===== src/logic/pwc_pkg.sv =====
// shared constants and types for the periodic wakeup counter
package pwc_pkg;
  localparam int unsigned ADDR_W = 8;
  localparam logic [ADDR_W-1:0] OFS_STATUS_CONTROL = 8'h00;
  localparam logic [ADDR_W-1:0] OFS_TICK_COUNT = 8'h04;
  localparam logic [ADDR_W-1:0] OFS_MATCH_LIMIT = 8'h08;
  localparam logic [ADDR_W-1:0] OFS_EVT_STATUS = 8'h0c;
  localparam logic [ADDR_W-1:0] OFS_EVT_MASK = 8'h10;
  localparam int unsigned FLAG_BIT = 7;
  localparam int unsigned SRC_LO = 5;
  localparam int unsigned IE_BIT = 4;
  localparam int unsigned DIV_LO = 0;
  localparam int unsigned EVT_MATCH = 0;
  localparam int unsigned EVT_SUSPEND = 1;
  localparam int unsigned EVT_W = 2;
  localparam int unsigned PRE_W = 18;
  localparam int unsigned SYNC_STAGES = 3;
  localparam logic [7:0] SC_RESET = 8'h00;
  localparam logic [7:0] LIMIT_RESET = 8'h00;
  localparam logic [1:0] RESP_OKAY = 2'h0;
  localparam logic [1:0] RESP_SLVERR = 2'h2;
  localparam logic [1:0] SRC_LPO = 2'h0;
  localparam logic [1:0] SRC_EXT = 2'h1;

  typedef struct packed {
    logic match_flag;
    logic [1:0] source_select;
    logic match_irq_enable;
    logic [3:0] divider_select;
  } pwc_sc_type;

  typedef struct packed {
    logic [1:0] sel;
    logic [3:0] div;
  } pwc_cfg_type;
endpackage : pwc_pkg


===== src/logic/pwc_top.sv =====
// periodic wakeup counter with axi4-lite register slave
`timescale 1ns/100ps
module pwc_top
  import pwc_pkg::*;
(
  input wire logic ref_clk,
  input wire logic rst,
  input wire logic low_power_osc_1khz,
  input wire logic external_ref_clock,
  input wire logic internal_ref_clock,
  input wire logic debug_halt,
  input wire logic [ADDR_W-1:0] s_axi_awaddr,
  input wire logic s_axi_awvalid,
  output logic s_axi_awready,
  input wire logic [31:0] s_axi_wdata,
  input wire logic [3:0] s_axi_wstrb,
  input wire logic s_axi_wvalid,
  output logic s_axi_wready,
  output logic [1:0] s_axi_bresp,
  output logic s_axi_bvalid,
  input wire logic s_axi_bready,
  input wire logic [ADDR_W-1:0] s_axi_araddr,
  input wire logic s_axi_arvalid,
  output logic s_axi_arready,
  output logic [31:0] s_axi_rdata,
  output logic [1:0] s_axi_rresp,
  output logic s_axi_rvalid,
  input wire logic s_axi_rready,
  output logic irq
);
  // source clock synchronisers
  logic [2:0] src_in;
  logic [2:0] rise;
  assign src_in = {internal_ref_clock, external_ref_clock, low_power_osc_1khz};

  genvar g;
  generate
    for (g = 0; g < 3; g++) begin : g_sync
      logic [SYNC_STAGES-1:0] sync_q;
      logic acc_q;
      always_ff @(posedge ref_clk or posedge rst) begin
        if (rst) begin
          sync_q <= '0;
          acc_q <= 1'b0;
        end else begin
          sync_q <= {sync_q[SYNC_STAGES-2:0], src_in[g]};
          if (sync_q[1] == sync_q[2]) begin
            acc_q <= sync_q[2];
          end
        end
      end
      assign rise[g] = (sync_q[1] == sync_q[2]) && sync_q[2] && !acc_q;
    end
  endgenerate

  // registers
  pwc_sc_type sc_q;
  logic [7:0] limit_q;
  logic [7:0] count_q;
  logic [PRE_W-1:0] pre_q;
  logic [EVT_W-1:0] evt_q;
  logic [EVT_W-1:0] mask_q;
  logic dbg_q;

  // write channel
  logic aw_full_q;
  logic w_full_q;
  logic [ADDR_W-1:0] aw_addr_q;
  logic [31:0] w_data_q;
  logic [3:0] w_strb_q;
  logic aw_take;
  logic w_take;
  logic wr_go;
  logic aw_full_d;
  logic w_full_d;
  assign aw_take = s_axi_awvalid && s_axi_awready;
  assign w_take = s_axi_wvalid && s_axi_wready;
  assign wr_go = aw_full_q && w_full_q && !s_axi_bvalid;
  assign aw_full_d = wr_go ? 1'b0 : (aw_full_q || aw_take);
  assign w_full_d = wr_go ? 1'b0 : (w_full_q || w_take);

  logic wr_sc;
  logic wr_limit;
  logic wr_evt;
  logic wr_mask;
  logic wr_hit;
  logic [7:0] wbyte;
  pwc_sc_type wsc;
  assign wbyte = w_data_q[7:0];
  assign wsc = pwc_sc_type'(wbyte);
  assign wr_sc = wr_go && w_strb_q[0] && aw_addr_q == OFS_STATUS_CONTROL;
  assign wr_limit = wr_go && w_strb_q[0] && aw_addr_q == OFS_MATCH_LIMIT;
  assign wr_evt = wr_go && w_strb_q[0] && aw_addr_q == OFS_EVT_STATUS;
  assign wr_mask = wr_go && w_strb_q[0] && aw_addr_q == OFS_EVT_MASK;
  assign wr_hit = aw_addr_q == OFS_STATUS_CONTROL || aw_addr_q == OFS_TICK_COUNT
    || aw_addr_q == OFS_MATCH_LIMIT || aw_addr_q == OFS_EVT_STATUS
    || aw_addr_q == OFS_EVT_MASK;

  always_ff @(posedge ref_clk or posedge rst) begin
    if (rst) begin
      aw_full_q <= 1'b0;
      w_full_q <= 1'b0;
      s_axi_awready <= 1'b0;
      s_axi_wready <= 1'b0;
      aw_addr_q <= '0;
      w_data_q <= '0;
      w_strb_q <= '0;
      s_axi_bvalid <= 1'b0;
      s_axi_bresp <= RESP_OKAY;
    end else begin
      aw_full_q <= aw_full_d;
      w_full_q <= w_full_d;
      s_axi_awready <= !aw_full_d;
      s_axi_wready <= !w_full_d;
      if (aw_take) begin
        aw_addr_q <= s_axi_awaddr;
      end
      if (w_take) begin
        w_data_q <= s_axi_wdata;
        w_strb_q <= s_axi_wstrb;
      end
      if (wr_go) begin
        s_axi_bvalid <= 1'b1;
        s_axi_bresp <= wr_hit ? RESP_OKAY : RESP_SLVERR;
      end else if (s_axi_bready) begin
        s_axi_bvalid <= 1'b0;
      end
    end
  end

  // division ratio for one divider code; zero stops the counter
  function automatic logic [PRE_W-1:0] pwc_ratio(input logic src_lo, input logic [3:0] code);
    logic [PRE_W-1:0] r;
    r = '0;
    if (!src_lo) begin
      unique case (code)
        4'h0: r = 18'h00000;
        4'h1: r = 18'h00008;
        4'h2: r = 18'h00020;
        4'h3: r = 18'h00040;
        4'h4: r = 18'h00080;
        4'h5: r = 18'h00100;
        4'h6: r = 18'h00200;
        4'h7: r = 18'h00400;
        4'h8: r = 18'h00001;
        4'h9: r = 18'h00002;
        4'ha: r = 18'h00004;
        4'hb: r = 18'h0000a;
        4'hc: r = 18'h00010;
        4'hd: r = 18'h00064;
        4'he: r = 18'h001f4;
        4'hf: r = 18'h003e8;
      endcase
    end else begin
      unique case (code)
        4'h0: r = 18'h00000;
        4'h1: r = 18'h00400;
        4'h2: r = 18'h00800;
        4'h3: r = 18'h01000;
        4'h4: r = 18'h02000;
        4'h5: r = 18'h04000;
        4'h6: r = 18'h08000;
        4'h7: r = 18'h10000;
        4'h8: r = 18'h003e8;
        4'h9: r = 18'h007d0;
        4'ha: r = 18'h01388;
        4'hb: r = 18'h02710;
        4'hc: r = 18'h04e20;
        4'hd: r = 18'h0c350;
        4'he: r = 18'h186a0;
        4'hf: r = 18'h30d40;
      endcase
    end
    return r;
  endfunction : pwc_ratio

  // counting path
  logic sel_rise;
  logic cfg_change;
  logic restart;
  logic [PRE_W-1:0] ratio;
  logic pre_tick;
  logic at_limit;
  logic match_evt;
  logic suspend_evt;
  assign sel_rise = sc_q.source_select[1] ? rise[2] :
    (sc_q.source_select[0] ? rise[1] : rise[0]);
  assign ratio = pwc_ratio(sc_q.source_select[0], sc_q.divider_select);
  assign cfg_change = wr_sc && ((wsc.source_select != sc_q.source_select)
    || (wsc.divider_select != sc_q.divider_select));
  assign restart = cfg_change || wr_limit;
  assign pre_tick = sel_rise && !debug_halt && ratio != '0
    && pre_q == ratio - 18'h00001;
  assign at_limit = count_q == limit_q;
  assign match_evt = pre_tick && at_limit && !restart;
  assign suspend_evt = debug_halt && !dbg_q;

  always_ff @(posedge ref_clk or posedge rst) begin
    if (rst) begin
      pre_q <= '0;
      count_q <= '0;
      dbg_q <= 1'b0;
    end else begin
      dbg_q <= debug_halt;
      if (restart) begin
        pre_q <= '0;
        count_q <= '0;
      end else if (sel_rise && !debug_halt && ratio != '0) begin
        pre_q <= pre_tick ? '0 : pre_q + 18'h00001;
        if (pre_tick) begin
          count_q <= at_limit ? 8'h00 : count_q + 8'h01;
        end
      end
    end
  end

  // control, limit and event registers
  always_ff @(posedge ref_clk or posedge rst) begin
    if (rst) begin
      sc_q <= pwc_sc_type'(SC_RESET);
      limit_q <= LIMIT_RESET;
      evt_q <= '0;
      mask_q <= '0;
    end else begin
      if (wr_sc) begin
        sc_q.source_select <= wsc.source_select;
        sc_q.match_irq_enable <= wsc.match_irq_enable;
        sc_q.divider_select <= wsc.divider_select;
      end
      sc_q.match_flag <= match_evt || (sc_q.match_flag && !(wr_sc && wsc.match_flag));
      if (wr_limit) begin
        limit_q <= wbyte;
      end
      evt_q[EVT_MATCH] <= match_evt
        || (evt_q[EVT_MATCH] && !(wr_evt && wbyte[EVT_MATCH]));
      evt_q[EVT_SUSPEND] <= suspend_evt
        || (evt_q[EVT_SUSPEND] && !(wr_evt && wbyte[EVT_SUSPEND]));
      if (wr_mask) begin
        mask_q <= wbyte[EVT_W-1:0];
      end
    end
  end

  // interrupt output
  logic irq_d;
  assign irq_d = (sc_q.match_flag && sc_q.match_irq_enable) || (|(evt_q & mask_q));
  always_ff @(posedge ref_clk or posedge rst) begin
    if (rst) begin
      irq <= 1'b0;
    end else begin
      irq <= irq_d;
    end
  end

  // read channel
  logic ar_take;
  logic [7:0] rd_byte;
  logic rd_hit;
  assign ar_take = s_axi_arvalid && s_axi_arready;
  assign rd_hit = s_axi_araddr == OFS_STATUS_CONTROL || s_axi_araddr == OFS_TICK_COUNT
    || s_axi_araddr == OFS_MATCH_LIMIT || s_axi_araddr == OFS_EVT_STATUS
    || s_axi_araddr == OFS_EVT_MASK;
  assign rd_byte = (s_axi_araddr == OFS_STATUS_CONTROL) ? sc_q :
    (s_axi_araddr == OFS_TICK_COUNT) ? count_q :
    (s_axi_araddr == OFS_MATCH_LIMIT) ? limit_q :
    (s_axi_araddr == OFS_EVT_STATUS) ? {6'h00, evt_q} :
    (s_axi_araddr == OFS_EVT_MASK) ? {6'h00, mask_q} : 8'h00;

  always_ff @(posedge ref_clk or posedge rst) begin
    if (rst) begin
      s_axi_arready <= 1'b0;
      s_axi_rvalid <= 1'b0;
      s_axi_rdata <= '0;
      s_axi_rresp <= RESP_OKAY;
    end else begin
      if (ar_take) begin
        s_axi_arready <= 1'b0;
        s_axi_rvalid <= 1'b1;
        s_axi_rdata <= {24'h000000, rd_byte};
        s_axi_rresp <= rd_hit ? RESP_OKAY : RESP_SLVERR;
      end else if (s_axi_rvalid) begin
        if (s_axi_rready) begin
          s_axi_rvalid <= 1'b0;
          s_axi_arready <= 1'b1;
        end
      end else begin
        s_axi_arready <= 1'b1;
      end
    end
  end
endmodule : pwc_top


===== config.mk =====
export PLATFORM = sky130hd
export DESIGN_NAME = pwc_top
export DESIGN_NICKNAME = d
export VERILOG_FILES = /design/src/logic/pwc_pkg.sv /design/src/logic/pwc_top.sv
export SDC_FILE = /design/constraint.sdc
export NUM_CORES = 1
export LEC_CHECK = 0
export BUFFER_PORTS_ARGS = -buffer_cell sky130_fd_sc_hd__buf_2
export CELL_PAD_IN_SITES_DETAIL_PLACEMENT = 0
export CELL_PAD_IN_SITES_GLOBAL_PLACEMENT = 2
export CORE_ASPECT_RATIO = 0.9
export CORE_MARGIN = 2
export CORE_UTILIZATION = 35
export DETAILED_ROUTE_END_ITERATION = 12
export PLACE_DENSITY_LB_ADDON = 0.1
export SLEW_MARGIN = 20
export SYNTH_ARGS = -nofsm -noshare
export SYNTH_HDL_FRONTEND = slang
export SYNTH_SLANG_ARGS = --single-unit

===== constraint.sdc =====
create_clock -name ref_clk -period 4.97 [get_ports ref_clk]
set_input_delay 0.497 -clock ref_clk [delete_from_list [all_inputs] [get_ports ref_clk]]
set_output_delay 0.497 -clock ref_clk [all_outputs]
set_load 0.005 [all_outputs]

# Yosys cells after proc, flatten, opt, wreduce, memory -nomap -nowiden
# Memory sizes are Yosys's and may differ from the RTL's.
# Cells that the tools add are included.
# W data, S select, Z words.
[classes] n_addsub=3 n_eq_ne=16 muxes=27 bitwise=1 n_reduce_logical=66
[ops] operator="$mux W18" count=4
[ops] operator="$mux W8" count=7
[ops] operator="$eq A8 B4 Y1 const B" count=4
[ops] operator="$logic_and A1 B1 Y1" count=30
[ops] operator="$add A18 B1 Y18 const B" count=1
[ops] operator="$eq A18 B18 Y1" count=1
[ops] operator="$reduce_bool A18 Y1" count=1
[ops] operator="$sub A18 B1 Y18 const B" count=1
[ops] operator="$eq A8 B3 Y1 const B" count=2
[ops] operator="$eq A8 B5 Y1 const B" count=2
[ops] operator="$logic_not A8 Y1" count=2
[ops] operator="$logic_or A1 B1 Y1" count=16
[ops] operator="$logic_not A1 Y1" count=12
[ops] operator="$mux W1" count=12
[ops] operator="$add A8 B1 Y8 const B" count=1
[ops] operator="$eq A8 B8 Y1" count=1
[ops] operator="$mux W2" count=4
[ops] operator="$reduce_bool A2 Y1" count=3
[ops] operator="$ne A4 B4 Y1" count=1
[ops] operator="$eq A1 B1 Y1" count=3
[ops] operator="$ne A3 B1 Y1 const B" count=1
[ops] operator="$and A2 B2 Y2" count=1
[ops] operator="$ne A2 B2 Y1" count=1
[ops] operator="$reduce_and A2 Y1" count=1
[ops] operator="$reduce_or A2 Y1" count=1
[word_totals] reg_bits=96 romBits=416 in_bits=63 elab_cells=145 memories=2
[memory_table] memory="(name not given)" depth=16 width=15 read_ports=1 rd_ports_with_merged_regs=0 write_ports=0 line_no="pwc_top.sv:155" source="unique case (code)"
[memory_table] memory="(name not given)" depth=16 width=11 read_ports=1 rd_ports_with_merged_regs=0 write_ports=0 line_no="pwc_top.sv:136" source="unique case (code)"

# Longest topological paths before layout
# Gate-level depths: netlist of run 1.
[logic_depth] depth_word=11 depth_mapped=15 mapped_depth_nobuf=12

# Worst setup path before layout of run 1
# No wires, ideal clock.
[synth_path] path_kind="register to register" startpoint="reg sc_q[0] (netlist name)" endpoint="reg pre_q[1]" setup_time_ps=122 arrival_ps=3532 path_slack_ps=1316 stages_incl_launch_ff=15 path_buffers=3 path_cell_list="dfrtp_1 -> buf_2 -> inv_1 -> ha_1 -> clkbuf_1 -> mux2i_1 -> o22ai_1 -> nor4_4 -> and3_1 -> o21ai_0 -> o41a_1 -> or4_1 -> or4_1 -> buf_2 -> a32o_1"
[synth_via] elab_chain_len=8 elab_cells_between_ends=16
[synth_rtl] item="start, declared" line_no="pwc_top.sv:57" source="pwc_sc_type sc_q;"
[synth_rtl] item="start signal, assigned" line_no="pwc_top.sv:220" source="sc_q <= pwc_sc_type'(SC_RESET);"
[synth_rtl] item="$mem_v2 Z16 W11 or $mem_v2 Z16 W15 (tied branches)"
[synth_rtl] item="$mux W18" line_no="pwc_top.sv:135" source="if (!src_lo) begin"
[synth_rtl] item="$sub A18 B1 Y18 or $reduce_bool A18 Y1 (tied branches)" line_no="pwc_top.sv:193, pwc_top.sv:192, pwc_top.sv:208"
[synth_rtl] item="$eq A18 B18 Y1 or $logic_and A1 B1 Y1 (tied branches)" line_no="pwc_top.sv:193, pwc_top.sv:192, pwc_top.sv:208"
[synth_rtl] item="$logic_and A1 B1 Y1" line_no="pwc_top.sv:193" source="&& pre_q == ratio - 18'h00001;"
[synth_rtl] item="$mux W18" line_no="pwc_top.sv:209" source="pre_q <= pre_tick ? '0 : pre_q + 18'h00001;"
[synth_rtl] item="$mux W18" line_no="pwc_top.sv:208" source="end else if (sel_rise && !debug_halt && ratio != '0) begin"
[synth_rtl] item="$mux W18" line_no="pwc_top.sv:205" source="if (restart) begin"
[synth_rtl] item="end signal, assigned" line_no="pwc_top.sv:209"
[synth_rtl] item="end, declared" line_no="pwc_top.sv:60" source="logic [PRE_W-1:0] pre_q;"
# Several ways; a longest one is shown, not always the timed one. The select of a mux whose other input is x is not followed.
# A chain may end at the register's enable or synchronous reset.

# Worst setup path after layout of run 1
[layout_path] startpoint="reg sc_q[0] (netlist name)" endpoint="reg pre_q[17]"
# Same word-level chain as after synthesis.

==> impl_metrics.json, run 1 <==
{
  "cts.sinks": 94,
  "arrival_ps": 4580,
  "numCtsBuffers": 9,
  "fin_crit_sh_pct": 87.9,
  "die_height_um": 127,
  "pwr-share-clk_pct": 29.3,
  "worstPathRequired_ps": 5180,
  "fin_worst_skew_ps": 10.4,
  "grt_pass1_vias": 4458,
  "n_fill_cell": 1658,
  "start_util_pct": 35.4,
  "synthTopCellsByCount": "94 x dfrtp_1, 48 x nor2_1, 39 x nand2_1, 39 x xnor2_1, 33 x mux2_2",
  "multi_input_area_mm2": 0.00322,
  "synth.area.top_cells": "dfrtp_1 40%, mux2_2 6.3%, xnor2_1 5.8%",
  "switching_share_pct": 32.4,
  "start_kind": "flop",
  "synth_top_area_cell": "dfrtp_1",
  "final_cells": 865,
  "diodes": 0,
  "syn_inst": 609,
  "synth-edff-count": 0,
  "yosysTopAreaCellShare_pct": 39.7,
  "setup_viol": 0,
  "critical_path_class": "reg -> reg",
  "synth_most_common_cell": "dfrtp_1",
  "cts_resized": 0,
  "io_pins": 105,
  "timing.setup.tns_ps": 0,
  "clk_latency_ps": 350,
  "syn_area_per_cell_um2": 9.72,
  "drc_errors": 0,
  "synthFlopType": "dfrtp_1",
  "clock-root-buffer": "clkbuf_16",
  "antenna_found_initial": 0,
  "r2r_cells": 11,
  "r2r_slack_ps": 600,
  "dpl_cell_area_mm2": 0.00625,
  "drt-pass1-iter-count": 5,
  "drt-initial-drc-count": 250,
  "p_int_w": 0.00160,
  "status": "completed",
  "crit_path_max_fanout": 16,
  "cts_hold_buf": 0,
  "grt_max_degree": 58,
  "switching_power_w": 0.000765,
  "grt-ovfl-total": 0,
  "wirelength_um": 14600,
  "max_freq_mhz": 229,
  "rr_startpoint": "sc_q[0]",
  "cts_setup_buffers": 0,
  "hpwl_um": 10900,
  "drive_gt1_share_pct": 19.6,
  "power_frac_seq_pct": 46.8,
  "rsz0062_at_grt": "no",
  "cts_tree": "built",
  "ys_types": 78,
  "path_clk_slew_ps": 70,
  "relSlewSlack_pct": 42.2,
  "rows": 45,
  "end_kind": "flop",
  "drv_cap": 0,
  "hold_path_class": "in -> async",
  "viasPerCell": 5.26,
  "drv_slew": 0,
  "cts_buffer_depth": 2,
  "place_congestion": 0.814,
  "syn2layout_area_growth_pct": 10.5,
  "yosysWarnings": 0,
  "wl_per_cell_um": 16.9,
  "final_cell_area_mm2": 0.00654,
  "grt.total_usage_pct": 17.3,
  "synth-seq-area-share_pct": 39.7,
  "fin_nets": 728,
  "leakagePower_nw": 2.85,
  "p_per_area_mw_per_mm2": 361,
  "dp.cells": 851,
  "grt_pass1_wl_um": 24400,
  "core-area_mm2": 0.0167,
  "syn_area_mm2": 0.00592,
  "finalPower_w": 0.00236,
  "final_antenna_net_count": 0,
  "min_period_ps": 4370,
  "ir_drop_mv": 0.166,
  "hold_viol": 0,
  "regArea_mm2": 0.00235,
  "combPwrFrac_pct": 24.0,
  "synth_seq_cells": 94,
  "async_flop_share_pct": 100,
  "route.vias.total": 4552,
  "timing.rr.end": "pre_q[17]",
  "die_area_mm2": 0.0180,
  "cts.htree.levels": 3,
  "fp.dieW_um": 141,
  "portBuffers": 51,
  "tightestPinTransition_ps": 868
}
[worst max path at each step]
stage	start	to	slack, ps
after floorplan	sc_q[0]	pre_q[1]	1320
after global placement	sc_q[0]	pre_q[5]	690
after detailed placement	sc_q[0]	pre_q[13]	640
after CTS	sc_q[0]	pre_q[13]	630
after global routing	sc_q[0]	pre_q[13]	230
final	sc_q[0]	pre_q[17]	600
[cell type report]
type	instances	area share, %
clock buffers	11	3.71
clock inverters	3	0.708
inverters	25	1.47
multi-input cells	462	49.3
flip-flops and latches	94	36.0
well taps	211	4.04
repair buffers	59	4.82
[kinds of logic after synthesis]
kind of cell,after synthesis,synth area share (%)
simple gates,213,20.0
xor+xnor,49,7.25
mux,47,8.65
other cells,1,0.0634
fa+ha+maj,14,2.96
compound gates,113,13.7
buf+inv,78,7.59
flops,94,39.7
[worst max-delay path: stages (launching register included)]
cell,delay [ps]
dfrtp_1,650
inv_1,240
ha_1,370
mux2i_1,170
o22ai_1,200
nor4_4,520
nand3_1,350
nor4_1,350
nor3_1,130
or4_4,550
o21ai_2,590
nor2_1,110
[per-stage QoR]
| stage | hold WS (ps) | utilization (%) | setup slack (ps) |
|---|---|---|---|
| 2_1_floorplan | 331 | - | 1320 |
| 3_3_place_gp | 332 | 37.4 | 689 |
| 3_5_place_dp | 336 | 37.4 | 641 |
| 4_1_cts | 192 | 39.1 | 631 |
| 5_1_grt | 218 | 39.1 | 231 |
| 6_report | 178 | 39.1 | 600 |
[registers in the layout, indices dropped and copies added (netlist names), 2 cells and up]
signal / count
limit_q: 8
sc_q: 8
mask_q: 2
aw_addr_q: 8
w_data_q: 8
pre_q: 18
evt_q: 2
count_q: 8
s_axi_rdata: 8
g_sync.acc_q: 3
g_sync.sync_q: 9
[power groups by stage]
| stage | sequential, W | combinational [W] | clock, W |
|---|---|---|---|
| after floorplan | 0.00104 | 0.000471 | 0 |
| after global placement | 0.00111 | 0.000560 | 0 |
| after detailed placement | 0.00112 | 0.000571 | 0 |
| after CTS | 0.00111 | 0.000573 | 0.000717 |
| after global routing | 0.00113 | 0.000638 | 0.000750 |
| final | 0.00110 | 0.000566 | 0.000691 |
[layout by cell type, fill, tap and decap left out, drive strengths merged, types with 9 or more instances in the layout]
| cell | n |
|---|---|
| a21oi | 24 |
| buf | 59 |
| clkbuf | 11 |
| conb | 26 |
| dfrtp | 94 |
| ha | 14 |
| inv | 25 |
| mux2 | 33 |
| mux2i | 14 |
| nand2 | 39 |
| nand2b | 12 |
| nand3 | 18 |
| nand4 | 13 |
| nor2 | 49 |
| nor3 | 19 |
| nor4 | 9 |
| o21ai | 26 |
| o31ai | 13 |
| xnor2 | 39 |
| xor2 | 10 |
[routing by layer]
layer  up-vias  share of wire [%]  global-route usage [%]
li1       2226                  -                       -
met1      2211                 53                    26.4
met2       101                 42                    24.6
met3        14                4.4                    3.34
met4         0                1.4                    5.12
met5         -                  0                       0
(Power assumes the default switching activity.)
==> inputs of run 2 (changes only) <==
--- a/config.mk
+++ b/config.mk
@@ -13,6 +13,7 @@
 export CORE_UTILIZATION = 35
 export DETAILED_ROUTE_END_ITERATION = 12
 export PLACE_DENSITY_LB_ADDON = 0.1
+export RECOVER_POWER = 50
 export SLEW_MARGIN = 20
 export SYNTH_ARGS = -nofsm -noshare
 export SYNTH_HDL_FRONTEND = slang
==> run 2 against run 1 <==
Clock skew about the same; core utilization down 0.075 points; power down 0.15%; clock-buffer cell count unchanged; global-route usage unchanged; sequential power about the same; worst setup slack better by 15 ps; via count up 0.40%; critical endpoint unchanged; worst hold slack better by 73 ps; the flow now finishes with violations (capacitance limit, slew limit); die area unchanged.
==> impl_metrics.json, run 2 (synthesis gave the netlist of run 1 again) <==
{
  "status": "complete, but fails checks",
  "violations": "capacitance limit, slew limit",
  "die_height_um": 127,
  "tightestPinTransition_ps": 1780,
  "worstPathRequired_ps": 5170,
  "cts_setup_buffers": 0,
  "grt_pass1_vias": 4458,
  "crit_start": "sc_q[0]",
  "ir_drop_mv": 0.164,
  "syn2layout_area_growth_pct": 10.3,
  "drive_gt1_share_pct": 18.3,
  "hold_viol": 0,
  "rr_startpoint": "sc_q[0]",
  "die_area_mm2": 0.0180,
  "cts.htree.levels": 3,
  "dp.cells": 851,
  "clk_latency_ps": 350,
  "fin_worst_skew_ps": 10.6,
  "core-area_mm2": 0.0167,
  "wirelength_um": 14700,
  "final.setup.worst_slack_ps": 615,
  "p_per_area_mw_per_mm2": 361,
  "r2r_slack_ps": 620,
  "fp.dieW_um": 141,
  "timing.setup.tns_ps": 0,
  "clock-root-buffer": "clkbuf_16",
  "antenna_found_initial": 0,
  "critical-path-max-stage-delay_ps": 640,
  "drv_cap": 1,
  "end_kind": "flop",
  "drc_errors": 0,
  "crit_path_max_fanout": 16,
  "timing.rr.end": "pre_q[17]",
  "final_cell_area_mm2": 0.00653,
  "critical_path_class": "reg -> reg",
  "fin_nets": 728,
  "drt-initial-drc-count": 269,
  "start_kind": "flop",
  "setup_viol": 0,
  "final_cells": 865,
  "rows": 45,
  "viasPerCell": 5.28,
  "path_cells": "inv_1 > ha_1 > mux2i_1 > o22ai_1 > nor4_4 > nand3_1 > nor4_1 > nor3_1 > or4_4 > o21ai_2 > nor2_1",
  "cts_hold_buf": 0,
  "min_period_ps": 4350,
  "path_clk_slew_ps": 70,
  "arrival_ps": 4560,
  "place_congestion": 0.814,
  "grt.total_usage_pct": 17.3,
  "grt_pass1_wl_um": 24400,
  "fin_crit_sh_pct": 87.6,
  "drt-pass1-iter-count": 4,
  "grt-ovfl-total": 0,
  "rsz0062_at_grt": "no",
  "numCtsBuffers": 9,
  "final_common_cell": "dfrtp_1",
  "cts.sinks": 94,
  "leakagePower_nw": 2.81,
  "route.vias.total": 4570,
  "endpoint": "pre_q[17]",
  "cts_tree": "built",
  "drv_slew": 39,
  "r2r_cells": 11,
  "dpl_cell_area_mm2": 0.00625,
  "hpwl_um": 10900,
  "portBuffers": 51,
  "crit_path_top_delay_cell": "dfrtp_1",
  "mostFrequentLayoutCells": "94 x dfrtp_1, 48 x nor2_1, 44 x buf_2, 39 x nand2_1, 39 x xnor2_1",
  "io_pins": 105,
  "relSlewSlack_pct": -19.5,
  "pre_cts_ws_ps": 641,
  "wl_per_cell_um": 17.0,
  "reg_top3": "pre_q x18, g_sync.sync_q x9",
  "cts_resized": 0,
  "largest-register": "pre_q",
  "max_freq_mhz": 230,
  "hp-start": "low_power_osc_1khz",
  "grt_max_degree": 58,
  "cts_buffer_depth": 2,
  "final_antenna_net_count": 0,
  "start_util_pct": 35.4,
  "largest_register_ffs": 18,
  "hold_path_class": "in -> reg",
  "diodes": 0
}
## run 2: changes by cell type in the layout (fill, tap and decap cells not counted), moves of 2 or more
cell	change
buf_2	-7
clkbuf_1	+7
and2_0	+2
and2_1	-2
## run 2: critical path: cells and delay by family, from the launching register on
kind,cells,cell delay [ps]
AND/OR/NAND/NOR,6,2010
AO/OA/AOI/OAI,2,790
flip-flops,1,640
buffers and inverters,1,230
adder cells (fa/ha/maj),1,370
multiplexers,1,170
## run 2: metal layers
metal  share of wire [%]  track usage [%]  up-vias
li1                    -                -     2223
met1                  53             26.4     2219
met2                  41             24.6      113
met3                 4.5             3.34       15
met4                 1.4             5.12        0
met5                   0                0        -
## run 2: stage by stage
| step | hold WS (ps) | utilization, % | total power (W) |
|---|---|---|---|
| 4_1_cts | 192 | 39.1 | 0.00240 |
| 5_1_grt | 240 | 39.0 | 0.00252 |
| 3_3_place_gp | 332 | 37.4 | 0.00167 |
| 3_5_place_dp | 336 | 37.4 | 0.00169 |
| 2_1_floorplan | 331 | - | 0.00151 |
| 6_report | 251 | 39.0 | 0.00236 |
## run 2: where the power goes
| group | switching (W) | internal, W | total (W) |
|---|---|---|---|
| combinational | 0.000286 | 0.000277 | 0.000563 |
| clock | 0.000291 | 0.000399 | 0.000690 |
| sequential | 0.000187 | 0.000917 | 0.00110 |
| total | 0.000764 | 0.00159 | 0.00236 |
## run 2: cell type report
cell class,instances,area [µm²]
Fill cell,1663,10200
Multi-Input combinational cell,462,3220
Sequential cell,94,2350
Timing Repair Buffer,59,304
Tap cell,211,264
Clock buffer,11,243
Inverter,25,95.1
Clock inverter,3,46.3
## run 2: worst min-delay path by stage
stage,cells after the start,slack [ps],endpoint
floorplan,0,330,g_sync[0].sync_q[1]
global placement,0,330,g_sync[0].sync_q[1]
detailed placement,0,340,g_sync[1].sync_q[1]
CTS,2,190,pre_q[3]
global route,1,240,g_sync[2].sync_q[0]
finish,1,250,g_sync[0].sync_q[0]
==> inputs of run 3 (changes only) <==
==> constraint.sdc (replaced) <==
create_clock -name ref_clk -period 4.98 [get_ports ref_clk]
set_input_delay 0.498 -clock ref_clk [delete_from_list [all_inputs] [get_ports ref_clk]]
set_output_delay 0.498 -clock ref_clk [all_outputs]
set_load 0.005 [all_outputs]
==> run 3 against run 2 <==
The run still ends with capacitance limit, slew limit left; worst hold slack better by 1.7 ps; clock skew up 0.92 ps; wire length up 0.46%; via count down 0.18%; critical path type unchanged; largest cell class unchanged.
==> impl_metrics.json, run 3 (synthesis gave the netlist of run 1 again) <==
{
  "p_per_area_mw_per_mm2": 370,
  "setup_viol": 0,
  "mostFrequentLayoutCells": "94 x dfrtp_1, 48 x nor2_1, 43 x buf_2, 39 x nand2_1, 39 x xnor2_1",
  "hp-start": "external_ref_clock",
  "pre_cts_ws_ps": 674,
  "fin_crit_sh_pct": 87.0,
  "clock-root-buffer": "clkbuf_16",
  "holdWs_ps": 252,
  "cts.sinks": 94,
  "antenna_found_initial": 0,
  "fin_nets": 728,
  "cts_resized": 0,
  "grt-ovfl-total": 0,
  "arrival_ps": 4540,
  "numCtsBuffers": 9,
  "drt-pass1-iter-count": 4,
  "final_common_cell": "dfrtp_1",
  "leakagePower_nw": 2.84,
  "crit_path_max_fanout": 16,
  "reg_top3": "pre_q x18, g_sync.sync_q x9",
  "io_pins": 105,
  "final_antenna_net_count": 0,
  "tightestPinTransition_ps": 1780,
  "wirelength_um": 14700,
  "grt_pass1_vias": 4474,
  "grt.total_usage_pct": 17.2,
  "diodes": 0,
  "die_area_mm2": 0.0180,
  "critical_path_class": "reg -> reg",
  "place_congestion": 0.814,
  "wl_per_cell_um": 17.0,
  "core-area_mm2": 0.0167,
  "cts_buffer_depth": 2,
  "holdPathStages": 1,
  "critical-path-max-stage-delay_ps": 640,
  "drv_slew": 39,
  "ir_drop_mv": 0.161,
  "portBuffers": 51,
  "final_cell_area_mm2": 0.00657,
  "die_height_um": 127,
  "syn2layout_area_growth_pct": 11.1,
  "status": "complete, but fails checks",
  "clk_latency_ps": 350,
  "worst_path_dominant_cell_family": "simple AND/OR/NAND/NOR gates",
  "r2r_cells": 11,
  "fp.dieW_um": 141,
  "final_core_util_pct": 39.3,
  "cp_num_buf_inv": 1,
  "grt_max_degree": 58,
  "hold_path_class": "in -> reg",
  "end_kind": "flop",
  "path_clk_slew_ps": 70,
  "timing.setup.tns_ps": 0,
  "hold-path-endpoint": "g_sync[1].sync_q[0]",
  "grt_pass1_wl_um": 24500,
  "hpwl_um": 10900,
  "rsz0062_at_grt": "no",
  "drt-initial-drc-count": 238,
  "drv_cap": 1,
  "cts.htree.levels": 3,
  "largest-register": "pre_q",
  "cts_tree": "built",
  "crit_path_top_delay_cell": "dfrtp_1",
  "fin_worst_skew_ps": 11.5,
  "largest_register_ffs": 18,
  "route.vias.total": 4562,
  "path_cells": "inv_1 > ha_1 > mux2i_1 > o22ai_1 > nor4_4 > nand3_1 > nor4_1 > nor3_1 > or4_4 > o21ai_2 > nor2_1",
  "cts_hold_buf": 0,
  "rows": 45,
  "final.setup.worst_slack_ps": 647,
  "dpl_cell_area_mm2": 0.00625,
  "start_kind": "flop",
  "min_period_ps": 4330,
  "max_freq_mhz": 231,
  "drc_errors": 0,
  "rr_startpoint": "sc_q[0]",
  "worstPathRequired_ps": 5190,
  "start_util_pct": 35.4,
  "relSlewSlack_pct": -19.5,
  "r2r_slack_ps": 650,
  "hold_viol": 0,
  "viasPerCell": 5.26,
  "cts_setup_buffers": 0,
  "drive_gt1_share_pct": 18.8,
  "violations": "capacitance limit, slew limit",
  "timing.rr.end": "pre_q[12]"
}
-- run 3: cell count changes in the layout (fill, tap and decap cells not counted), sizes merged --
cell      previous run  this run
clkinvlp             2         1
buf                 51        50
inv                 24        27
bufinv               1         2
-- run 3: cell type report --
type | instances | area (µm²)
well taps | 211 | 264
clock inverters | 6 | 97.6
flip-flops and latches | 94 | 2350
clock buffers | 10 | 239
repair buffers | 59 | 303
multi-input cells | 462 | 3220
inverters | 25 | 95.1
fillers | 1667 | 10100
-- run 3: where the power goes --
| part | internal [W] | leakage [nW] | switching, W |
|---|---|---|---|
| clock | 0.000462 | 0.166 | 0.000308 |
| combinational | 0.000277 | 1.50 | 0.000283 |
| sequential | 0.000914 | 1.17 | 0.000187 |
| total | 0.00165 | 2.84 | 0.000778 |
-- run 3: through the flow --
stage | instances | power (W)
after floorplan | 634 | 0.00151
after global placement | 851 | 0.00167
after detailed placement | 851 | 0.00169
after CTS | 867 | 0.00247
after global routing | 867 | 0.00260
final | 867 | 0.00243
-- run 3: worst max path at each step --
stage / slack (ps) / cells after the start / start / to
final: 650 / 11 / sc_q[0] / pre_q[12]
after global routing: 290 / 11 / sc_q[0] / pre_q[5]
after CTS: 650 / 11 / sc_q[0] / pre_q[12]
after detailed placement: 670 / 11 / sc_q[0] / pre_q[12]
after global placement: 710 / 11 / sc_q[0] / pre_q[5]
after floorplan: 1330 / 14 / sc_q[0] / pre_q[1]
-- run 3: layer usage --
| layer | global-route usage, % | part of all wire (%) |
|---|---|---|
| met4 | 3.88 | 0.90 |
| met2 | 25.1 | 43 |
| met3 | 3.19 | 2.7 |
| met1 | 26.5 | 54 |
| met5 | 0 | 0 |
